## src/verilog/merit_regs.svh

```systemverilog
// Purpose: Offsets, field positions and reset values of the error rate monitor
// Assumes: 32-bit AXI4-Lite data, one aligned word per register
// Notes:   Included by its bare name
`ifndef MERIT_REGS_SVH
`define MERIT_REGS_SVH

`define REG_ADDR_W       8
`define REG_STATUS_OFF   8'h00
`define REG_MASK_OFF     8'h04
`define REG_MONITOR_OFF  8'h08

`define IRQ_INC_BIT      0
`define IRQ_DEC_BIT      1
`define IRQ_W            2
`define IRQ_RST          2'h0
`define MASK_RST         2'h0

`define MON_MERIT_LSB    0
`define MON_MODE_BIT     8
`define MON_BAD_LSB      12
`define MON_GOOD_LSB     16

`define AXI_RESP_OKAY    2'h0
`define AXI_RESP_SLVERR  2'h2

`endif

```

## src/verilog/merit_pkg.sv

```systemverilog
// Purpose: Types shared by the error rate monitor
// Assumes: Receiver events are one-cycle pulses
// Notes:   Register constants live in merit_regs.svh
package merit_pkg;

	typedef enum logic {mode_normal, mode_octet} mon_mode_e;

	typedef struct packed {
		logic abort;
		logic long_frame_error;
		logic short_frame_error;
		logic align_error;
		logic crc_error;
		logic octet_strobe;
		logic msg_done;
	} rx_event_s;

	typedef enum logic [1:0] {sel_status, sel_mask, sel_monitor, sel_none} reg_sel_e;

endpackage : merit_pkg

```

## src/verilog/error_rate_monitor.sv

```systemverilog
// Purpose: Leaky-bucket signal unit error rate monitor with AXI4-Lite registers
// Assumes: Receiver event pulses synchronous to aclk
// Notes:   Figure of merit saturates at both ends
//
// Contract
// - Abort enters octet counting mode
// - Long frame error enters octet counting mode
// - Count every octet while in octet mode; here a strobe in the same cycle as the exiting good message is not counted
// - Bad-octet wrap raises merit by one
// - Only an unerrored message leaves octet mode
// - Clear bad-octet counter on each entry
// - Unerrored means no frame, align, CRC error
// - Each unerrored message bumps good counter
// - Good counter wrap lowers merit by one
// - Good counter frozen during octet mode
// - Each decrement raises a decrement event
// - Figure of merit is six bits wide
// - Short, align or CRC error raises merit
// - Each increment raises an increment event
//
// Design decisions made here: the register offsets and the AXI4-Lite register port.
`include "merit_regs.svh"
`timescale 1ns/1ps

module error_rate_monitor
	import merit_pkg::*;
#(
	parameter int MERIT_W = 6,
	parameter int BAD_W   = 4,
	parameter int GOOD_W  = 8
)(
	input  wire logic                   aclk,
	input  wire logic                   aresetn,
	input  wire rx_event_s              rx_event,
	input  wire logic                   s_axi_awvalid,
	output logic                        s_axi_awready,
	input  wire logic [`REG_ADDR_W-1:0] s_axi_awaddr,
	input  wire logic                   s_axi_wvalid,
	output logic                        s_axi_wready,
	input  wire logic [31:0]            s_axi_wdata,
	input  wire logic [3:0]             s_axi_wstrb,
	output logic                        s_axi_bvalid,
	input  wire logic                   s_axi_bready,
	output logic [1:0]                  s_axi_bresp,
	input  wire logic                   s_axi_arvalid,
	output logic                        s_axi_arready,
	input  wire logic [`REG_ADDR_W-1:0] s_axi_araddr,
	output logic                        s_axi_rvalid,
	input  wire logic                   s_axi_rready,
	output logic [31:0]                 s_axi_rdata,
	output logic [1:0]                  s_axi_rresp,
	output logic [MERIT_W-1:0]          error_rate_figure_of_merit,
	output logic                        irq
);

	localparam logic [MERIT_W-1:0] MERIT_MAX = {MERIT_W{1'b1}};
	localparam logic [BAD_W-1:0]   BAD_MAX   = {BAD_W{1'b1}};
	localparam logic [GOOD_W-1:0]  GOOD_MAX  = {GOOD_W{1'b1}};

	function automatic reg_sel_e reg_sel(input logic [`REG_ADDR_W-1:0] addr);
		case (addr)
			`REG_STATUS_OFF:  reg_sel = sel_status;
			`REG_MASK_OFF:    reg_sel = sel_mask;
			`REG_MONITOR_OFF: reg_sel = sel_monitor;
			default:          reg_sel = sel_none;
		endcase
	endfunction : reg_sel

	mon_mode_e          mode_r, mode_nxt;
	logic [BAD_W-1:0]   bad_r, bad_nxt;
	logic [GOOD_W-1:0]  good_r, good_nxt;
	logic [MERIT_W-1:0] merit_r, merit_nxt;
	logic [`IRQ_W-1:0]  status_r, status_nxt;
	logic [`IRQ_W-1:0]  mask_r, mask_nxt;
	logic               good_msg;
	logic               err_any;
	logic               enter;
	logic               bad_wrap;
	logic               good_wrap;
	logic               inc_req;
	logic               dec_req;
	logic               inc_evt;
	logic               dec_evt;

	// Long frame is an error but counts only through octet mode
	assign good_msg = rx_event.msg_done & ~(rx_event.short_frame_error
		| rx_event.long_frame_error | rx_event.align_error | rx_event.crc_error);
	assign err_any  = rx_event.short_frame_error | rx_event.align_error
		| rx_event.crc_error;
	assign enter    = rx_event.abort | rx_event.long_frame_error;

	always_comb
	begin
		mode_nxt  = mode_r;
		bad_nxt   = bad_r;
		good_nxt  = good_r;
		bad_wrap  = 1'b0;
		good_wrap = 1'b0;
		case (mode_r)
			mode_normal:
			begin
				if (enter)
				begin
					mode_nxt = mode_octet;
					bad_nxt  = '0;
				end
				else if (good_msg)
				begin
					good_nxt  = good_r + GOOD_W'(1);
					good_wrap = (good_r == GOOD_MAX);
				end
			end
			mode_octet:
			begin
				// Exiting message is not counted as good; counter stays frozen
				if (good_msg)
					mode_nxt = mode_normal;
				else if (rx_event.octet_strobe)
				begin
					bad_nxt  = bad_r + BAD_W'(1);
					bad_wrap = (bad_r == BAD_MAX);
				end
			end
			default:
				mode_nxt = mode_normal;
		endcase
	end

	always_ff @(posedge aclk)
	begin
		if (!aresetn)
		begin
			mode_r <= mode_normal;
			bad_r  <= '0;
			good_r <= '0;
		end
		else
		begin
			mode_r <= mode_nxt;
			bad_r  <= bad_nxt;
			good_r <= good_nxt;
		end
	end

	assign inc_req = err_any | bad_wrap;
	assign dec_req = good_wrap;

	// Coincident raise and lower cancel, so no event for either
	always_comb
	begin
		merit_nxt = merit_r;
		inc_evt   = 1'b0;
		dec_evt   = 1'b0;
		if (inc_req && !dec_req && merit_r != MERIT_MAX)
		begin
			merit_nxt = merit_r + MERIT_W'(1);
			inc_evt   = 1'b1;
		end
		else if (dec_req && !inc_req && merit_r != '0)
		begin
			merit_nxt = merit_r - MERIT_W'(1);
			dec_evt   = 1'b1;
		end
	end

	always_ff @(posedge aclk)
	begin
		if (!aresetn)
			merit_r <= '0;
		else
			merit_r <= merit_nxt;
	end

	assign error_rate_figure_of_merit = merit_r;

	// AXI4-Lite slave
	logic                   aw_got_r, aw_got_nxt;
	logic                   w_got_r, w_got_nxt;
	logic [`REG_ADDR_W-1:0] waddr_r, waddr_nxt;
	logic [31:0]            wdata_r, wdata_nxt;
	logic                   wstrb0_r, wstrb0_nxt;
	logic                   bvalid_r, bvalid_nxt;
	logic [1:0]             bresp_r, bresp_nxt;
	logic                   rvalid_r, rvalid_nxt;
	logic [31:0]            rdata_r, rdata_nxt;
	logic [1:0]             rresp_r, rresp_nxt;
	logic                   do_write;
	reg_sel_e               wsel;
	reg_sel_e               rsel;

	assign s_axi_awready = ~aw_got_r & ~bvalid_r;
	assign s_axi_wready  = ~w_got_r & ~bvalid_r;
	assign s_axi_arready = ~rvalid_r;
	assign s_axi_bvalid  = bvalid_r;
	assign s_axi_bresp   = bresp_r;
	assign s_axi_rvalid  = rvalid_r;
	assign s_axi_rdata   = rdata_r;
	assign s_axi_rresp   = rresp_r;
	assign do_write      = aw_got_r & w_got_r;
	assign wsel          = reg_sel(waddr_r);
	assign rsel          = reg_sel(s_axi_araddr);

	always_comb
	begin
		aw_got_nxt = aw_got_r;
		w_got_nxt  = w_got_r;
		waddr_nxt  = waddr_r;
		wdata_nxt  = wdata_r;
		wstrb0_nxt = wstrb0_r;
		bvalid_nxt = bvalid_r;
		bresp_nxt  = bresp_r;
		rvalid_nxt = rvalid_r;
		rdata_nxt  = rdata_r;
		rresp_nxt  = rresp_r;
		if (s_axi_awvalid && s_axi_awready)
		begin
			aw_got_nxt = 1'b1;
			waddr_nxt  = s_axi_awaddr;
		end
		if (s_axi_wvalid && s_axi_wready)
		begin
			w_got_nxt  = 1'b1;
			wdata_nxt  = s_axi_wdata;
			wstrb0_nxt = s_axi_wstrb[0];
		end
		if (do_write)
		begin
			aw_got_nxt = 1'b0;
			w_got_nxt  = 1'b0;
			bvalid_nxt = 1'b1;
			bresp_nxt  = (wsel == sel_none) ? `AXI_RESP_SLVERR : `AXI_RESP_OKAY;
		end
		else if (bvalid_r && s_axi_bready)
			bvalid_nxt = 1'b0;
		if (s_axi_arvalid && s_axi_arready)
		begin
			rvalid_nxt = 1'b1;
			rdata_nxt  = '0;
			rresp_nxt  = `AXI_RESP_OKAY;
			case (rsel)
				sel_status:
					rdata_nxt[`IRQ_W-1:0] = status_r;
				sel_mask:
					rdata_nxt[`IRQ_W-1:0] = mask_r;
				sel_monitor:
				begin
					rdata_nxt[`MON_MERIT_LSB +: MERIT_W] = merit_r;
					rdata_nxt[`MON_MODE_BIT]             = (mode_r == mode_octet);
					rdata_nxt[`MON_BAD_LSB +: BAD_W]     = bad_r;
					rdata_nxt[`MON_GOOD_LSB +: GOOD_W]   = good_r;
				end
				default:
					rresp_nxt = `AXI_RESP_SLVERR;
			endcase
		end
		else if (rvalid_r && s_axi_rready)
			rvalid_nxt = 1'b0;
	end

	always_ff @(posedge aclk)
	begin
		if (!aresetn)
		begin
			aw_got_r <= 1'b0;
			w_got_r  <= 1'b0;
			waddr_r  <= '0;
			wdata_r  <= '0;
			wstrb0_r <= 1'b0;
			bvalid_r <= 1'b0;
			bresp_r  <= `AXI_RESP_OKAY;
			rvalid_r <= 1'b0;
			rdata_r  <= '0;
			rresp_r  <= `AXI_RESP_OKAY;
		end
		else
		begin
			aw_got_r <= aw_got_nxt;
			w_got_r  <= w_got_nxt;
			waddr_r  <= waddr_nxt;
			wdata_r  <= wdata_nxt;
			wstrb0_r <= wstrb0_nxt;
			bvalid_r <= bvalid_nxt;
			bresp_r  <= bresp_nxt;
			rvalid_r <= rvalid_nxt;
			rdata_r  <= rdata_nxt;
			rresp_r  <= rresp_nxt;
		end
	end

	// Interrupt status: new event beats a same-cycle write-one-to-clear
	logic [`IRQ_W-1:0] evt_set;
	logic [`IRQ_W-1:0] w1c;

	always_comb
	begin
		evt_set                = '0;
		evt_set[`IRQ_INC_BIT]  = inc_evt;
		evt_set[`IRQ_DEC_BIT]  = dec_evt;
		w1c                    = '0;
		mask_nxt               = mask_r;
		if (do_write && wstrb0_r && wsel == sel_status)
			w1c = wdata_r[`IRQ_W-1:0];
		if (do_write && wstrb0_r && wsel == sel_mask)
			mask_nxt = wdata_r[`IRQ_W-1:0];
		status_nxt = (status_r & ~w1c) | evt_set;
	end

	always_ff @(posedge aclk)
	begin
		if (!aresetn)
		begin
			status_r <= `IRQ_RST;
			mask_r   <= `MASK_RST;
		end
		else
		begin
			status_r <= status_nxt;
			mask_r   <= mask_nxt;
		end
	end

	assign irq = |(status_r & mask_r);
endmodule : error_rate_monitor

```

## config.mk

```make
export PLATFORM = sky130hd
export DESIGN_NAME = error_rate_monitor
export DESIGN_NICKNAME = d
export VERILOG_FILES = /design/src/verilog/merit_pkg.sv /design/src/verilog/error_rate_monitor.sv
export VERILOG_INCLUDE_DIRS = /design/src /design/src/verilog
export SDC_FILE = /design/constraint.sdc
export NUM_CORES = 1
export LEC_CHECK = 0
export ABC_CLOCK_PERIOD_IN_PS = 6000
export BUFFER_PORTS_ARGS = -buffer_cell sky130_fd_sc_hd__buf_2
export CORE_MARGIN = 2
export CORE_UTILIZATION = 52
export DETAILED_ROUTE_END_ITERATION = 6
export PLACE_DENSITY = 0.94
export SYNTH_ARGS = -nofsm -noshare
export SYNTH_HDL_FRONTEND = slang
export SYNTH_SLANG_ARGS = --single-unit
```

## constraint.sdc

```tcl
create_clock -name aclk -period 6 [get_ports aclk]
set_clock_uncertainty 0.05 [all_clocks]
set_input_delay 0.3 -clock aclk [delete_from_list [all_inputs] [get_ports aclk]]
set_output_delay 0.3 -clock aclk [all_outputs]
set_load 0.005 [all_outputs]
```

# ---- Word level (Yosys, flattened, before mapping)
# Index checks and enable logic that the tools add are counted.
dict set report totals {
  ff_bits 61
  inputBits 66
  output_inout_bits 48
  word_cells 115
}
dict set report op_classes {
  n_addsub 4
  eq_ne 14
  mux 31
  n_bitwise 23
  n_reduce_logical 27
}
# operator n
set ops {}
lappend ops {{$pmux 2 s3} 3}
lappend ops {{$eq 8x3->1 const B} 2}
lappend ops {{$eq 8x4->1 const B} 2}
lappend ops {{$logic_not 8->1} 2}
lappend ops {{$mux 1} 16}
lappend ops {{$mux 4} 4}
lappend ops {{$logic_and 1x1->1} 12}
lappend ops {{$mux 12} 1}
lappend ops {{$mux 6} 2}
lappend ops {{$add 8x1->8 const B} 1}
lappend ops {{$eq 8x8->1 const B} 1}
lappend ops {{$not 1->1} 8}
lappend ops {{$pmux 4 s2} 1}
lappend ops {{$or 1x1->1} 7}
lappend ops {{$add 6x1->6 const B} 1}
lappend ops {{$mux 2} 3}
lappend ops {{$ne 2x2->1 const B} 3}
lappend ops {{$ne 6x6->1 const B} 1}
lappend ops {{$reduce_and 3->1} 2}
lappend ops {{$reduce_bool 2->1} 3}
lappend ops {{$reduce_bool 6->1} 1}
lappend ops {{$sub 6x1->6 const B} 1}
lappend ops {{$add 4x1->4 const B} 1}
lappend ops {{$and 1x1->1} 4}
lappend ops {{11 further kinds} 17}

# ---- Longest topological paths before layout
# Gate-level depths: netlist of the first run.
dict set report depth {
  word_depth 14
  ltp_mapped 11
  depth_no_buf 11
}

# ---- Worst setup path before layout of the first run
# No wires, ideal clock.
dict set report synth_timing {
  path_kind {reg-to-reg}
  start {reg bad_r[0]}
  end {reg merit_r[5], in the netlist error_rate_figure_of_merit[5]}
  setup_time_ps 72
  t_arrival_ps 2301
  slack_ps 3578
  stages_incl_launch_ff 12
  n_path_buf 0
  synth_period_minus_slack_ps 2422
  cell_sequence {dfxtp_1 ha_1 nand3_1 nor3_1 o22a_1 inv_1 ha_1 a211oi_1 o21bai_1 a21oi_1 mux2i_1 mux2i_1}
}
dict set report synth_via {
  elab_chain_len 9
}
# item line_no
set synth_rtl {}
lappend synth_rtl {{start, declared} error_rate_monitor.sv:70} ;# logic [BAD_W-1:0] bad_r, bad_nxt;
lappend synth_rtl {{start signal, assigned} error_rate_monitor.sv:140} ;# bad_r <= bad_nxt;
lappend synth_rtl {{$eq 4x4->1 *} error_rate_monitor.sv:121} ;# bad_wrap = (bad_r == BAD_MAX);
lappend synth_rtl {{$mux 1 *} error_rate_monitor.sv:118} ;# else if (rx_event.octet_strobe)
lappend synth_rtl {{$mux 1 *} error_rate_monitor.sv:116} ;# if (good_msg)
lappend synth_rtl {{$mux 1 *} error_rate_monitor.sv:99} ;# case (mode_r)
lappend synth_rtl {{$or 1x1->1 *} error_rate_monitor.sv:145} ;# assign inc_req = err_any | bad_wrap;
lappend synth_rtl {{$logic_not 1->1} error_rate_monitor.sv:159} ;# else if (dec_req && !inc_req && merit_r != '0)
lappend synth_rtl {{$logic_and 1x1->1 (2 in series)} error_rate_monitor.sv:159}
lappend synth_rtl {{$reduce_bool 2->1 (no source line)} -}
lappend synth_rtl {{end signal, assigned} error_rate_monitor.sv:171} ;# merit_r <= merit_nxt;
lappend synth_rtl {{end, declared} error_rate_monitor.sv:72} ;# logic [MERIT_W-1:0] merit_r, merit_nxt;
# Mark *: on every way between the ends. The rest lies on a longest branch, timed or not.
# A chain may end at the register's enable or synchronous reset.

# ---- Worst setup path in the final report of the first run
# Ends and elaborated chain as after synthesis.

==> results by group, run 1 <==
Place
  • Gp weighted congestion: 0.754
  • PortBufs: 65
  • Dpl cells: ~430
  • Pre-CTS setup slack: approximately 3.1 ns
  • Placed inst area: 3040 um^2
  • DP HPWL: 4190 um

Synthesis
  • Post-synth EDFFs: 0
  • Simple-Gate Fraction of Synth Area: 22.0%
  • Synth async-reset ratio: 0%
  • Largest area contributor in the netlist: dfxtp_1
  • Yosys reg bits: 59
  • Ys flop type: dfxtp_1
  • Count leader, synth: dfxtp_1
  • Synth cell count leaders: dfxtp_1 (59), nand2_1 (37), a21oi_1 (27)
  • Synth Area per Inst: 9.08 um^2
  • Post-synthesis mux area share: 3.68%
  • Syn Std Cell Area: 2750 um^2
  • Warnings, synthesis: 0
  • Top post-synthesis cells by area: dfxtp_1 (43%), nand2_1 (5.0%), a21oi_1 (4.9%)
  • Sequential area share after synthesis: a little over two fifths
  • Largest family of logic cells by synthesized area: simple AND/OR/NAND/NOR gates
  • Synth Instances: 303
  • Yosys cell types: 47
  • Synth Area in Compound Gates: roughly 17%
  • Share of the synthesized area in the top cell type: about 43%
  • Post-Synth Adder-Cell Area: 3.45%
  • Post-Synth XOR/XNOR Area: 3.50%

Timing
  • Final worst-path cycle share: 49.4%
  • Final critical-path required period: a little under 3 ns
  • Final setup violation count: 0
  • RSZ-0062 raised after global routing: false
  • Final WS setup: 3.04 ns
  • Slew Limit Headroom: 34.3%
  • Worst slew pin tran: 0.984 ns
  • Worst hold slack: between 0.15 and 0.2 ns
  • Fmax: 337 MHz
  • Final Hold Viols: 0
  • Setup TNS: 0 ns
  • Pins over their slew limit: 0

Clock network
  • Max Buffers Root-to-Sink: 2
  • Clk sink count: 59
  • Clock root buffer: clkbuf_8
  • CTS Hold Bufs: 0
  • Post-CTS setup repair buffer count: 0
  • CTS buffer count: 9
  • Worst-skew pair later-pin latency: about 0.33 ns
  • CTS tree: yes
  • Gates resized, CTS repair: 0
  • H-tree lvl count: 3
  • Worst-path clk slew: 0.06 ns

Cells and area
  • Final non-filler cell total: 441
  • ANT cells: 0
  • Fin nets: 440
  • Syn-to-layout area delta: 17.5%
  • Core Util, Final: 63.3%
  • Layout cells sized above 1: ~29%
  • Final instance area: 3230 um^2

Worst setup path
  • Crit path kind: reg2reg
  • CP Max Fanout: 11
  • CP Capture Type: register
  • Required @ worst endpoint: 6.21 ns
  • Crit path launch type: register
  • Worst Path Arrival: 3.17 ns
  • Setup slack, reg-to-reg: 3.04 ns

GRT
  • Initial antenna violation count: 0
  • Overflow after GRT: 0
  • Largest net degree at the start of global routing: 56
  • First-pass GRT wire length: 10000 um
  • Vias in the first global route: 2270
  • Tot GR Track Use: 21.2%

Drt
  • DRC viols: 0
  • Vias: 2372
  • Initial DRC Count: 168
  • Remaining antenna violation count: 0
  • Pre-antenna DRT Iters: 4
  • Routed WL: 6080 um
  • Routed len/inst: 13.8 um
  • Vias/cell: 5.38

Floorplanning
  • Starting Density: 53.9%
  • Die area: 5890 um^2
  • Rows: 26
  • Io pins: about 110
  • Die Ht: 76.8 um
  • Width of the die: around 77 um
  • Core area: 5110 um^2

Outcome
  • Outcome: finished, final reports clean

Pwr
  • P_leak: 1.40 nW
  • Cell Pwr Density: 269 nW/um^2
  • VDD IR-drop max: 145 uV
  • Pwr Total: 0.871 mW

Job
  • Max Cap Viol: 0

Hold path
  • Worst min path class: in2reg
==> report_power, final <==
part | internal, mW | leakage, nW | switching, mW
registers | 0.406 | 0.480 | 0.0161
clock network | 0.212 | 0.0995 | 0.143
logic | 0.0401 | 0.824 | 0.0538
==> area by class of cell <==
| class | count | area (um^2) |
|---|---|---|
| Clock buffer | 13 | 159 |
| Clock inverter | 2 | 35.0 |
| Fill cell | 402 | 1870 |
| Inverter | 5 | 18.8 |
| Multi-Input combinational cell | 226 | 1420 |
| Sequential cell | 59 | 1180 |
| Tap cell | 70 | 87.6 |
| Timing Repair Buffer | 66 | 333 |
==> cell families after synthesis <==
kind of cell / Yosys count
AND/OR/NAND/NOR: 117
XOR/XNOR: 11
other: 1
AO/OA/AOI/OAI: 66
buffers and inverters: 32
adder cells (fa/ha/maj): 7
multiplexers: 10
flip-flops: 59
==> cell usage in the layout (no fill, tap or decap), types with 2 or more instances in the layout <==
| cell type | n |
|---|---|
| dfxtp_1 | 59 |
| nand2_1 | 37 |
| nor3_1 | 8 |
| nor2b_1 | 3 |
| o21bai_1 | 2 |
| nand4_1 | 5 |
| inv_1 | 4 |
| conb_1 | 15 |
| clkbuf_1 | 2 |
| nor3_2 | 2 |
| or4_1 | 2 |
| o21ai_0 | 8 |
| clkbuf_8 | 11 |
| buf_2 | 65 |
| a22oi_1 | 9 |
| a21o_1 | 2 |
| a21bo_2 | 2 |
| nor2_2 | 10 |
| xnor2_1 | 5 |
| or3_1 | 3 |
| mux2i_1 | 9 |
| nand2b_1 | 4 |
| ha_1 | 6 |
| a211oi_1 | 2 |
| xor2_1 | 6 |
| nor2_1 | 26 |
| nand3_1 | 5 |
| and2_1 | 5 |
| a22oi_2 | 10 |
| a21oi_1 | 27 |
==> routing by layer <==
metal | up-vias | share of wire, % | global-route usage (%)
met3 | 14 | 5.4 | 3.76
met4 | 0 | 2.0 | 12.9
met5 | - | 0 | 0
li1 | 1157 | - | -
met1 | 1121 | 41 | 24.3
met2 | 80 | 51 | 36.6
==> registers in the layout, summed over array words and instances (netlist names), 2 cells and up <==
signal                      count
bad_r                           4
status_r                        2
good_r                          8
s_axi_rdata                    19
mask_r                          2
error_rate_figure_of_merit      6
waddr_r                         8
wdata_r                         2
==> final timing paths <==
path | startpoint | endpoint | depth (start not counted)
max | bad_r[0] | error_rate_figure_of_merit[5] | 11
min | s_axi_awaddr[3] | waddr_r[3] | 3
max reg2reg | bad_r[0] | error_rate_figure_of_merit[5] | 11
min reg2reg | waddr_r[4] | waddr_r[4] | 2
==> critical path, stage by stage, from the launching register on <==
cell and delay (ns):
dfxtp_1 0.40, ha_1 0.19, nand3_1 0.08, nor3_1 0.21
o22a_1 0.30, inv_1 0.25, ha_1 0.35, a211oi_1 0.26
o21bai_1 0.12, a21oi_1 0.21, mux2i_1 0.25, mux2i_1 0.21
No activity file was read; power rests on OpenSTA's default activity.
==> inputs of run 2 (changes only) <==
--- a/config.mk
+++ b/config.mk
@@ -6,12 +6,12 @@
 export SDC_FILE = /design/constraint.sdc
 export NUM_CORES = 1
 export LEC_CHECK = 0
-export ABC_CLOCK_PERIOD_IN_PS = 6000
+export ABC_CLOCK_PERIOD_IN_PS = 2500
 export BUFFER_PORTS_ARGS = -buffer_cell sky130_fd_sc_hd__buf_2
 export CORE_MARGIN = 2
-export CORE_UTILIZATION = 52
+export CORE_UTILIZATION = 43
 export DETAILED_ROUTE_END_ITERATION = 6
-export PLACE_DENSITY = 0.94
+export PLACE_DENSITY = 0.84
 export SYNTH_ARGS = -nofsm -noshare
 export SYNTH_HDL_FRONTEND = slang
 export SYNTH_SLANG_ARGS = --single-unit
==> constraint.sdc (replaced) <==
create_clock -name aclk -period 2.5 [get_ports aclk]
set_clock_uncertainty 0.05 [all_clocks]
set_input_delay 0.125 -clock aclk [delete_from_list [all_inputs] [get_ports aclk]]
set_output_delay 0.125 -clock aclk [all_outputs]
set_load 0.005 [all_outputs]
==> results by group, run 2 (synthesis results as in run 1) <==
Worst setup path
  • CP Capture Type: register
  • Crit path kind: reg2reg
  • Critical Path Stages: 11 (unchanged)
  • Setup slack, reg-to-reg: 0.12 ns (-2.92 ns)
  • Crit path launch type: register
  • CP delay by family, top: compound AO/OA/AOI/OAI gates
  • Reg2Reg Depth: 11 (unchanged)
  • Required @ worst endpoint: 2.71 ns (-3.50 ns)
  • Critical path cell sequence: ha_2 > nand3_1 > nor3_2 > o22a_1 > inv_2 > ha_2 > o21ai_0 > o21bai_1 > a21oi_1 > mux2i_1 > mux2i_1
  • CP Max Fanout: 5 (-6)
  • Slowest stage cell, crit path: dfxtp_2
  • Worst path buffer plus inverter count: 1 (unchanged)
  • Worst Path Arrival: 2.60 ns (-0.57 ns)
  • Largest stage delay, worst path: 0.33 ns (-0.07 ns)

Cells and area
  • Layout cells sized above 1: 33.2% (+4.1 points)
  • Max reg flops: 19 (unchanged)
  • Fin nets: 464 (+5.5%)
  • Syn-to-layout area delta: 26.4%
  • Final instance area: 3480 um^2 (+7.6%)
  • Commonest non-fill, non-tap cell in the layout: buf_2
  • ANT cells: 0 (unchanged)
  • Most frequent cells in the layout: buf_2 (65), dfxtp_1 (57), nand2_1 (37)

Clock network
  • Worst-skew pair later-pin latency: 0.33 ns (about the same)
  • Post-CTS setup repair buffer count: 0 (unchanged)
  • CTS buffer count: 9 (unchanged)
  • Clk sink count: 59 (unchanged)
  • Clock root buffer: clkbuf_8
  • Max Buffers Root-to-Sink: 2 (unchanged)
  • H-tree lvl count: 3 (unchanged)
  • CTS tree: yes
  • Worst-path clk slew: 0.06 ns (about the same)

Place
  • PortBufs: 65 (unchanged)
  • DP HPWL: 4300 um (+2.7%)
  • Placed inst area: 3130 um^2 (+3.0%)
  • Gp weighted congestion: 0.809 (+7.4%)

Hold path
  • Worst min path class: in2reg
  • Min-Delay Path Depth: 3 (unchanged)

Timing
  • Final Hold Viols: 0 (unchanged)
  • Final critical-path required period: 2.38 ns (-0.584 ns)
  • Worst slew pin tran: 0.730 ns (-0.254 ns)
  • Final worst-path cycle share: 95.2% (+46 points)
  • Final setup violation count: 0 (unchanged)
  • Worst hold slack: 0.0356 ns (-0.116 ns)
  • Slew Limit Headroom: 51.3% (+17 points)
  • Fmax: 420 MHz (+25%)
  • Pins over their slew limit: 0 (unchanged)

Pwr
  • Net switching power: 0.534 mW (+150%)
  • Sw Share: 26.5% (+2.1 points)
  • Combinational power share: 14.0% (+3.2 points)
  • Reg power frac: 49.7% (+1.2 points)
  • Cell Pwr Density: 579 nW/um^2 (+120%)
  • Clock power share: 36.2% (-4.5 points)
  • Internal power: 1.48 mW (+130%)
  • VDD IR-drop max: 403 uV (+180%)
  • P_leak: 1.49 nW (+6.2%)

Drt
  • Vias: 2389 (+0.72%)
  • Remaining antenna violation count: 0 (unchanged)
  • Vias/cell: 5.06 (-5.9%)
  • DRC viols: 0 (unchanged)
  • Pre-antenna DRT Iters: 4 (unchanged)
  • Routed len/inst: 12.8 um (-6.9%)
  • Initial DRC Count: 83 (-51%)
  • Routed WL: 6060 um (-0.31%)

Floorplanning
  • Io pins: 114 (unchanged)
  • Width of the die: 84.0 um (+9.5%)
  • Die Ht: 84.0 um (+9.5%)
  • Die area: 7060 um^2 (+20%)
  • Starting Density: 43.9% (-10 points)
  • Rows: 29 (+12%)
  • Core area: 6280 um^2 (+23%)

GRT
  • First-pass GRT wire length: 10100 um (+0.62%)
  • Vias in the first global route: 2262 (-0.35%)
  • Overflow after GRT: 0 (unchanged)
  • Initial antenna violation count: 0 (unchanged)
  • Largest net degree at the start of global routing: 39 (-30%)
  • Tot GR Track Use: 17.6% (-3.6 points)

Job
  • Max Cap Viol: 0 (unchanged)

Outcome
  • Outcome: finished, final reports clean
[run 2: area by class of cell]
type                    count  area (um^2)
fillers                   572         2800
multi-input cells         226         1460
flip-flops and latches     59         1180
repair buffers             90          549
clock buffers              10          138
well taps                  77         96.3
clock inverters             5         30.0
inverters                   5         18.8
[run 2: per-stage QoR]
step	power [mW]	worst slack (ns)	util [%]	TNS (ns)	cells
after floorplan	1.19	0.0777	-	0	317
after global placement	1.26	0.0583	49.9	0	444
after detailed placement	1.28	0.0329	49.9	0	444
after CTS	2.02	0.0125	54.7	0	472
after global routing	2.11	-0.0180	55.4	-0.0217	472
final	2.02	0.120	55.4	0	472
[run 2: final timing paths]
check / from / to
setup / recovery: bad_r[0] / error_rate_figure_of_merit[5]
hold reg to reg: waddr_r[6] / waddr_r[6]
hold / removal: s_axi_araddr[3] / s_axi_rresp[1]
setup reg to reg: bad_r[0] / error_rate_figure_of_merit[5]
[run 2: timing repair]
action                     CTS  global route
pin swaps                    0             4
setup endpoints to repair    1             3
gates resized for setup      1            10
hold endpoints to repair    13             0
hold buffers                13             0
[run 2: worst min-delay path: stages]
cell,delay [ns]
buf_2,0.12
nand2_1,0.06
a221oi_1,0.06
[run 2: routing by layer]
layer  track usage [%]  share of wire [%]  vias to the layer above
met3              6.63                5.4                        9
met4              5.43                1.5                        0
li1                  -                  -                     1202
met1              19.9                 42                     1119
met5                 0                  0                        -
met2              30.5                 51                       59
[run 2: power by group through the flow]
stage	registers (mW)	logic, mW	clock network, mW
2_1_floorplan	1.03	0.164	0
5_1_grt	1.01	0.316	0.784
4_1_cts	1.00	0.273	0.743
3_3_place_gp	1.02	0.244	0
6_report	1.00	0.282	0.731
3_5_place_dp	1.02	0.254	0
